**config.mk**
```make
export PLATFORM = sky130hd
export DESIGN_NAME = serial_command_status_word
export DESIGN_NICKNAME = d
export VERILOG_FILES = /design/src/attempt_limiter.v /design/src/serial_command_status_word.v
export VERILOG_INCLUDE_DIRS = /design/src
export SDC_FILE = /design/constraint.sdc
export NUM_CORES = 1
export LEC_CHECK = 0
export BUFFER_PORTS_ARGS = -buffer_cell sky130_fd_sc_hd__clkbuf_2
export CELL_PAD_IN_SITES_DETAIL_PLACEMENT = 1
export CELL_PAD_IN_SITES_GLOBAL_PLACEMENT = 1
export CORE_UTILIZATION = 48
export DETAILED_ROUTE_END_ITERATION = 16
export GPL_TIMING_DRIVEN = 1
export PLACE_DENSITY = 0.9
export RECOVER_POWER = 25
export SLEW_MARGIN = 10
export SYNTH_ARGS = -nofsm -noshare
export SYNTH_HDL_FRONTEND = slang
export SYNTH_SLANG_ARGS = --single-unit
```
**constraint.sdc**
```tcl
create_clock -name ref_clk -period 5.5 [get_ports ref_clk]
set_clock_uncertainty 0.15 [all_clocks]
set_input_delay 0.825 -clock ref_clk [delete_from_list [all_inputs] [get_ports ref_clk]]
set_output_delay 0.825 -clock ref_clk [all_outputs]
set_load 0.02 [all_outputs]
```
**src/status_word_defines.vh**
```
`ifndef STATUS_WORD_DEFINES_VH
`define STATUS_WORD_DEFINES_VH

// Primary result byte
`define PRIM_OK          8'h01
`define PRIM_FAIL        8'h02

// Secondary serial-port codes
`define SEC_OK           8'h00
`define SEC_LINK_TMO     8'h01
`define SEC_SCRATCH_RO   8'h02
`define SEC_NO_IO        8'h03
`define SEC_OVER_SIZE    8'h04
`define SEC_ODD_LEN      8'h05
`define SEC_NO_REG       8'h06
`define SEC_ZERO_LEN     8'h07
`define SEC_PROTECTED    8'h08
`define SEC_BAD_MEM      8'h09
`define SEC_NO_DIAG      8'h0a
`define SEC_BAD_START    8'h0b
`define SEC_BLK_RETRY    8'h0c
`define SEC_HDR_RETRY    8'h0d
`define SEC_QREQ_RETRY   8'h0e
`define SEC_NOT_SLAVE    8'h0f
`define SEC_BLK_FAULT    8'h14
`define SEC_NO_EOT       8'h15
`define SEC_NO_ACKNAK    8'h16
`define SEC_MENQ_ABORT   8'h17
`define SEC_PENQ_NAKED   8'h18
`define SEC_PENQ_SILENT  8'h19
`define SEC_CTS_TMO      8'h1a
`define SEC_CPU_XFER     8'h1d

// Status word layout
`define SW_PRIM_MSB      7
`define SW_PRIM_LSB      0
`define SW_SEC_MSB       15
`define SW_SEC_LSB       8

// Target classes on req_class
`define CLS_IO           3'h0
`define CLS_REG          3'h1
`define CLS_DIAG         3'h2
`define CLS_SCRATCH      3'h3
`define CLS_OTHER        3'h4

// I/O table starts sit on 1, 9, 17 ...
`define IO_ALIGN_MASK    16'h0007
`define IO_ALIGN_VAL     16'h0001

// Attempt limits; a configured zero selects the default
`define DEF_RETRIES      9'h003
`define DEF_ENQ_TRIES    9'h020
`define LIMIT_ONE        9'h001
`define CFG_NONE         8'h00

// Clear-to-send wait
`define CLK_MHZ          100
`define CTS_TIMEOUT_US   2000
`define CNT_ONE          32'h00000001
`define CNT_ZERO         32'h00000000

`endif

```
**src/attempt_limiter.v**
```verilog
`timescale 1ns/1ps
`include "status_word_defines.vh"

module attempt_limiter (
   ref_clk,
   resetn,
   clear,
   step,
   limit,
   hit_q
);
   input  wire       ref_clk;
   input  wire       resetn;
   input  wire       clear;
   input  wire       step;
   input  wire [8:0] limit;
   output reg        hit_q;

   reg  [8:0] count_q;
   wire [8:0] count_d;

   assign count_d = count_q + `LIMIT_ONE;

   // Saturates at the limit so a stray step after the abort cannot wrap
   always @(posedge ref_clk or negedge resetn) begin
      if (!resetn) begin
         count_q <= 9'h000;
         hit_q   <= 1'b0;
      end else if (clear) begin
         count_q <= 9'h000;
         hit_q   <= 1'b0;
      end else begin
         hit_q <= 1'b0;
         if (step && count_q < limit) begin
            count_q <= count_d;
            hit_q   <= (count_d == limit);
         end
      end
   end
endmodule // attempt_limiter

```
**src/serial_command_status_word.v**
```verilog
`timescale 1ns/1ps
`include "status_word_defines.vh"

module serial_command_status_word (
   ref_clk,
   resetn,
   req_start,
   req_internal,
   req_quick_load,
   port_is_slave,
   req_is_write,
   req_class,
   req_len,
   req_addr,
   req_over_size,
   req_absent,
   req_protected,
   req_scratch_ro,
   req_bad_mem,
   req_bad_addr,
   cfg_retries,
   cfg_enq_limit,
   link_done,
   link_timeout,
   blk_fault,
   blk_retry,
   hdr_retry,
   qreq_retry,
   eot_missing,
   acknak_missing,
   menq_fail,
   penq_nak,
   penq_noresp,
   tx_pending,
   cts,
   cpu_xfer_err,
   status_word_q,
   status_wr_q,
   diag1_low_q,
   busy_q,
   link_abort_q
);
   parameter [31:0] CTS_TIMEOUT_CYC = `CTS_TIMEOUT_US * `CLK_MHZ;

   input  wire        ref_clk;
   input  wire        resetn;
   input  wire        req_start;
   input  wire        req_internal;
   input  wire        req_quick_load;
   input  wire        port_is_slave;
   input  wire        req_is_write;
   input  wire [2:0]  req_class;
   input  wire [15:0] req_len;
   input  wire [15:0] req_addr;
   input  wire        req_over_size;
   input  wire        req_absent;
   input  wire        req_protected;
   input  wire        req_scratch_ro;
   input  wire        req_bad_mem;
   input  wire        req_bad_addr;
   input  wire [7:0]  cfg_retries;
   input  wire [7:0]  cfg_enq_limit;
   input  wire        link_done;
   input  wire        link_timeout;
   input  wire        blk_fault;
   input  wire        blk_retry;
   input  wire        hdr_retry;
   input  wire        qreq_retry;
   input  wire        eot_missing;
   input  wire        acknak_missing;
   input  wire        menq_fail;
   input  wire        penq_nak;
   input  wire        penq_noresp;
   input  wire        tx_pending;
   input  wire        cts;
   input  wire        cpu_xfer_err;
   output reg  [15:0] status_word_q;
   output reg         status_wr_q;
   output reg  [7:0]  diag1_low_q;
   output reg         busy_q;
   output reg         link_abort_q;

   localparam [3:0] S_IDLE   = 4'h1;
   localparam [3:0] S_CHECK  = 4'h2;
   localparam [3:0] S_RUN    = 4'h4;
   localparam [3:0] S_REPORT = 4'h8;

   reg  [3:0]  state_q;
   reg  [3:0]  state_d;
   reg  [7:0]  sec_q;
   reg  [7:0]  sec_d;
   reg         silent_seen_q;
   reg  [31:0] cts_cnt_q;
   reg  [31:0] cts_cnt_d;
   reg         run_end;
   reg  [7:0]  run_code;

   wire        clear_cnt;
   wire [8:0]  retry_lim;
   wire [8:0]  enq_lim;
   wire        blk_abort;
   wire        hdr_abort;
   wire        qreq_abort;
   wire        menq_abort;
   wire        penq_abort;
   wire        cts_expired;
   wire [7:0]  check_code;

   // Configured zero means use the default count
   function [8:0] pick_limit;
      input [7:0] cfg;
      input [8:0] def;
      begin
         if (cfg == `CFG_NONE)
            pick_limit = def;
         else
            pick_limit = {1'b0, cfg};
      end
   endfunction

   // Primary byte from the secondary; never zero on any path
   function [7:0] prim_of;
      input [7:0] sec;
      begin
         if (sec == `SEC_OK)
            prim_of = `PRIM_OK;
         else
            prim_of = `PRIM_FAIL;
      end
   endfunction

   // Request screening in one pass; the first match wins
   function [7:0] screen;
      input        quick_load;
      input        slave;
      input        is_wr;
      input [2:0]  cls;
      input [15:0] len;
      input [15:0] addr;
      input        over;
      input        absent;
      input        prot;
      input        ro;
      input        bad_mem;
      input        bad_addr;
      begin
         screen = `SEC_OK;
         if (quick_load && !slave)
            screen = `SEC_NOT_SLAVE;
         else if (quick_load)
            screen = `SEC_OK;
         else if (len == 16'h0000)
            screen = `SEC_ZERO_LEN;
         else if (bad_mem || cls == `CLS_OTHER && bad_addr)
            screen = `SEC_BAD_MEM;
         else if (is_wr && cls == `CLS_SCRATCH && ro)
            screen = `SEC_SCRATCH_RO;
         else if (is_wr && prot)
            screen = `SEC_PROTECTED;
         else if (absent && cls == `CLS_IO)
            screen = `SEC_NO_IO;
         else if (absent && cls == `CLS_REG)
            screen = `SEC_NO_REG;
         else if (absent && cls == `CLS_DIAG)
            screen = `SEC_NO_DIAG;
         else if (len[0] && (cls == `CLS_REG || cls == `CLS_DIAG))
            screen = `SEC_ODD_LEN;
         else if (over)
            screen = `SEC_OVER_SIZE;
         else if (cls == `CLS_SCRATCH && bad_addr)
            screen = `SEC_BAD_START;
         else if (cls == `CLS_IO &&
                  (addr & `IO_ALIGN_MASK) != `IO_ALIGN_VAL)
            screen = `SEC_BAD_START;
      end
   endfunction

   assign retry_lim  = pick_limit(cfg_retries, `DEF_RETRIES) + `LIMIT_ONE;
   assign enq_lim    = pick_limit(cfg_enq_limit, `DEF_ENQ_TRIES);
   assign clear_cnt  = (state_q != S_RUN);
   assign cts_expired = (cts_cnt_q >= CTS_TIMEOUT_CYC);
   assign check_code = screen(req_quick_load, port_is_slave, req_is_write,
                              req_class, req_len, req_addr, req_over_size,
                              req_absent, req_protected, req_scratch_ro,
                              req_bad_mem, req_bad_addr);

   // Retry counters: the abort comes on the failure after the last retry
   attempt_limiter u_blk (
      .ref_clk (ref_clk),
      .resetn  (resetn),
      .clear   (clear_cnt),
      .step    (blk_retry),
      .limit   (retry_lim),
      .hit_q   (blk_abort)
   );

   attempt_limiter u_hdr (
      .ref_clk (ref_clk),
      .resetn  (resetn),
      .clear   (clear_cnt),
      .step    (hdr_retry),
      .limit   (retry_lim),
      .hit_q   (hdr_abort)
   );

   attempt_limiter u_qreq (
      .ref_clk (ref_clk),
      .resetn  (resetn),
      .clear   (clear_cnt),
      .step    (qreq_retry),
      .limit   (retry_lim),
      .hit_q   (qreq_abort)
   );

   // Enquire counters: the abort comes on the last unanswered attempt
   attempt_limiter u_menq (
      .ref_clk (ref_clk),
      .resetn  (resetn),
      .clear   (clear_cnt),
      .step    (menq_fail),
      .limit   (enq_lim),
      .hit_q   (menq_abort)
   );

   attempt_limiter u_penq (
      .ref_clk (ref_clk),
      .resetn  (resetn),
      .clear   (clear_cnt),
      .step    (penq_nak | penq_noresp),
      .limit   (enq_lim),
      .hit_q   (penq_abort)
   );

   // Link outcome while running; faults outrank a same-cycle done
   always @* begin
      run_end  = 1'b1;
      run_code = `SEC_OK;
      if (cpu_xfer_err)
         run_code = `SEC_CPU_XFER;
      else if (link_timeout)
         run_code = `SEC_LINK_TMO;
      else if (cts_expired)
         run_code = `SEC_CTS_TMO;
      else if (blk_fault)
         run_code = `SEC_BLK_FAULT;
      else if (eot_missing)
         run_code = `SEC_NO_EOT;
      else if (acknak_missing)
         run_code = `SEC_NO_ACKNAK;
      else if (blk_abort)
         run_code = `SEC_BLK_RETRY;
      else if (hdr_abort)
         run_code = `SEC_HDR_RETRY;
      else if (qreq_abort)
         run_code = `SEC_QREQ_RETRY;
      else if (menq_abort)
         run_code = `SEC_MENQ_ABORT;
      else if (penq_abort && silent_seen_q)
         run_code = `SEC_PENQ_SILENT;
      else if (penq_abort)
         run_code = `SEC_PENQ_NAKED;
      else if (link_done)
         run_code = `SEC_OK;
      else
         run_end = 1'b0;
   end

   // Clear-to-send wait only counts while a transmit is held off
   always @* begin
      cts_cnt_d = `CNT_ZERO;
      if (state_q == S_RUN && tx_pending && !cts && !cts_expired)
         cts_cnt_d = cts_cnt_q + `CNT_ONE;
      else if (state_q == S_RUN && tx_pending && !cts)
         cts_cnt_d = cts_cnt_q;
   end

   always @* begin
      state_d = state_q;
      sec_d   = sec_q;
      case (state_q)
         S_IDLE: begin
            // A start while busy is not taken; pacing is the requester's
            if (req_start) begin
               state_d = S_CHECK;
               sec_d   = `SEC_OK;
            end
         end
         S_CHECK: begin
            sec_d = check_code;
            if (check_code != `SEC_OK || req_internal || req_quick_load)
               state_d = S_REPORT;
            else
               state_d = S_RUN;
         end
         S_RUN: begin
            if (run_end) begin
               sec_d   = run_code;
               state_d = S_REPORT;
            end
         end
         S_REPORT: begin
            state_d = S_IDLE;
         end
         default: begin
            state_d = S_IDLE;
            sec_d   = `SEC_OK;
         end
      endcase
   end

   always @(posedge ref_clk or negedge resetn) begin
      if (!resetn) begin
         state_q       <= S_IDLE;
         sec_q         <= `SEC_OK;
         silent_seen_q <= 1'b0;
         cts_cnt_q     <= `CNT_ZERO;
      end else begin
         state_q   <= state_d;
         sec_q     <= sec_d;
         cts_cnt_q <= cts_cnt_d;
         // Any silent enquire turns the final code from 18 into 19
         if (state_q != S_RUN)
            silent_seen_q <= 1'b0;
         else if (penq_noresp)
            silent_seen_q <= 1'b1;
      end
   end

   // Word and mirror leave together so a poller never sees half a result
   always @(posedge ref_clk or negedge resetn) begin
      if (!resetn) begin
         status_word_q <= 16'h0000;
         status_wr_q   <= 1'b0;
         diag1_low_q   <= `SEC_OK;
         busy_q        <= 1'b0;
         link_abort_q  <= 1'b0;
      end else begin
         status_wr_q  <= 1'b0;
         link_abort_q <= 1'b0;
         busy_q       <= (state_d != S_IDLE);
         if (state_q == S_RUN && run_end && run_code != `SEC_OK)
            link_abort_q <= 1'b1;
         if (state_q == S_REPORT) begin
            status_word_q <= {sec_q, prim_of(sec_q)};
            diag1_low_q   <= sec_q;
            status_wr_q   <= 1'b1;
         end
      end
   end
endmodule // serial_command_status_word

```
==> results.ini <==
[run_status]
status=finished, violations left
violations=max-capacitance violations, max-slew violations

[die]
initial_core_util_pct=49.0
die_w_um=127
core_sq_um=15200
io_pins=105
die_area_sq_um=16000
rows=45
die_y_um=127

[detailed_routing]
viasPerCell=6.18
dr.pass1.iters=4
wl_per_cell_um=20.0
detail-route-antenna-nets=0
dr.first_iter.drc_count=387
drc=0
vias=6777
wl_um=21900

[cts]
cts_root_buf=clkbuf_16
cts.clk_slew.worst_paths_ps=80
cts_hold_buf=0
tritoncts=yes
post_cts_buffers=0
cts_sinks=102
numCtsBuffers=9
clock_path_buffers=2
htreeDepth=3
cts_resized=0
clock_latency_ps=360

[synthesis]
synth_xor_area_share_pct=8.98
yosysTopAreaCellShare_pct=33.9
synth_async_sr_flop_share_pct=100
synth_top_flop_cell=dfrtp_1
ys_ff_latch=102
ys_warn_count=0
synth_compound_area_share_pct=14.0
netlist_instances=837
muxShareOfSynthArea_pct=3.57
ys_seq_area_share_pct=34.3
synth_edf_count=0
synth_top_family_by_area=simple AND/OR/NAND/NOR gates
synth_cell_types=69
synthAdderAreaFrac_pct=8.56
synth_area_sq_um=7460
synth.area.top_cells=dfrtp_1 34%, ha_1 8.6%, xnor2_1 4.2%
synth_simple_gate_area_share_pct=25.9
syn_avg_cell_area_sq_um=8.91
yosysTopAreaCell=dfrtp_1

[global_route]
antenna_found_initial=0
grt_util_all_layers_pct=28.8
grt_pass1_wl_um=36400
grt_start_max_net_pins=58
grt_overflow=0
grt_pass1_vias=7252

[min_path]
hp-class=reg -> reg

[timing]
max_freq_mhz=240
tightestPinTransition_ps=3150
period_needed_ps=4160
finalCritPeriodShare_pct=75.6
rsz0062_at_grt=no
final_max_slew_viol_count=58
finalSetupViolations=0
hold_ws_ps=350
setup_ws_ps=1340
fin_setup_tns_ps=0
hold_viol_final=0
relSlewSlack_pct=-110

[critical_path]
arrival_ps=4180
cp-end-kind=register
required_ps=5520
cp-start-kind=primary input
cp_max_fo=8
crit_type=in -> reg

[placement]
place_area_sq_um=7960
dp.final_hpwl_um=15800
dp_slack_ps=1120
io_buffers=79
gp_congestion=0.887

[power_and_ir_drop]
vdd_ir_drop_max_uv=153
sequentialPowerShare_pct=46.3
p_per_area_nw_per_um2=215
internal_power_mw=1.23
power_frac_comb_pct=16.3
p_switching_uw=549
swShare_pct=30.9
clkPwrFrac_pct=37.4
p_leak_nw=3.78

[finish]
drive_gt1_share_pct=12.6
area_delta_synth_final_pct=10.8
stdcell_area_sq_um=8260
n_fill_cell=1830
n_antenna_cell=0
fin_nets=1032

[run]
maxCapViolCount=1

==> logic make-up after synthesis <==
kind of cell | after synthesis
flops | 102
compound gates | 157
buf+inv | 72
simple gates | 354
other cells | 1
xor+xnor | 74
fa+ha+maj | 51
mux | 26
==> state kept, by name, indices dropped and copies added (netlist names) <==
register        flops
u_hdr.count_q       9
sec_q               5
u_menq.count_q      9
diag1_low_q         4
u_penq.hit_q        1
u_penq.count_q      9
u_blk.hit_q         1
u_menq.hit_q        1
u_qreq.hit_q        1
busy_q              1
status_wr_q         1
silent_seen_q       1
status_word_q       3
u_blk.count_q       9
state_q             4
u_qreq.count_q      9
u_hdr.hit_q         1
link_abort_q        1
cts_cnt_q          32
==> per-layer routing <==
metal	routed length, um	track usage [%]	vias up
li1	-	-	3152
met2	11000	51.1	185
met5	0	0	-
met1	9400	34.2	3373
met4	668	12.3	0
met3	905	5.02	67
==> worst max-delay path: stages <==
cell and delay (ps):
clkbuf_2 130, or4_1 530, nor3b_1 270, o31a_2 260, inv_1 130, ha_1 290
o21a_1 110, o21a_1 190, o21ai_1 510, nand2_1 110, a2111oi_0 820
==> stage by stage <==
step / power [mW] / std cells / utilization [%]
after global placement: 1.11 / 1080 / 52.4
after CTS: 1.78 / 1096 / 54.4
after detailed placement: 1.12 / 1080 / 52.4
final: 1.78 / 1096 / 54.3
after floorplan: 1.02 / 848 / -
after global routing: 1.84 / 1096 / 54.3
==> area by class of cell <==
type,instances,area [sq um],area share (%)
multi-input cells,674,4610,55.8
clock inverters,6,63.8,0.773
repair buffers,86,447,5.41
well taps,188,235,2.85
clock buffers,10,239,2.89
flip-flops and latches,102,2550,30.9
inverters,30,113,1.36
==> cell usage after synthesis (20+ instances only) <==
library cell,count
a21oi_1,39
and2_1,20
clkbuf_1,20
dfrtp_1,101
ha_1,51
inv_1,30
mux2i_1,21
nand2_1,58
nand2b_1,22
nand3_1,55
nor2_1,58
nor3_1,29
o21ai_0,30
xnor2_1,36
xor2_1,36
==> worst paths after layout <==
kind,from,endpoint,slack (ps),cells after the start
max,cfg_retries[4],u_blk.hit_q,1340,11
min,cts_cnt_q[25],cts_cnt_q[25],350,1
max reg2reg,state_q[1],u_blk.hit_q,1980,6
min reg2reg,cts_cnt_q[25],cts_cnt_q[25],350,1
max in group asynchronous,resetn,u_penq.hit_q,1900,2
min in group asynchronous,resetn,cts_cnt_q[12],1350,1
==> cells in the final DEF (no fill, tap or decap), types with 11 or more instances in the layout <==
cell	count
inv_1	30
nand3_1	55
nand2b_1	22
a21oi_1	39
nand2_1	58
nor4_1	16
nor3_1	29
ha_1	51
or3_1	12
mux2i_1	21
clkbuf_2	78
nor2b_1	11
and3_1	17
dfrtp_1	101
and2_1	20
or4_1	12
xor2_1	36
nor2_1	58
conb_1	12
o21ai_0	30
o21a_1	15
xnor2_1	36
==> power groups by stage <==
stage	Combinational, mW	Clock, mW	Sequential (mW)
2_1_floorplan	0.177	0	0.843
3_3_place_gp	0.274	0	0.832
3_5_place_dp	0.285	0	0.834
4_1_cts	0.291	0.672	0.821
5_1_grt	0.318	0.700	0.827
6_report	0.290	0.664	0.822
No activity file was read; power rests on OpenSTA's default activity.
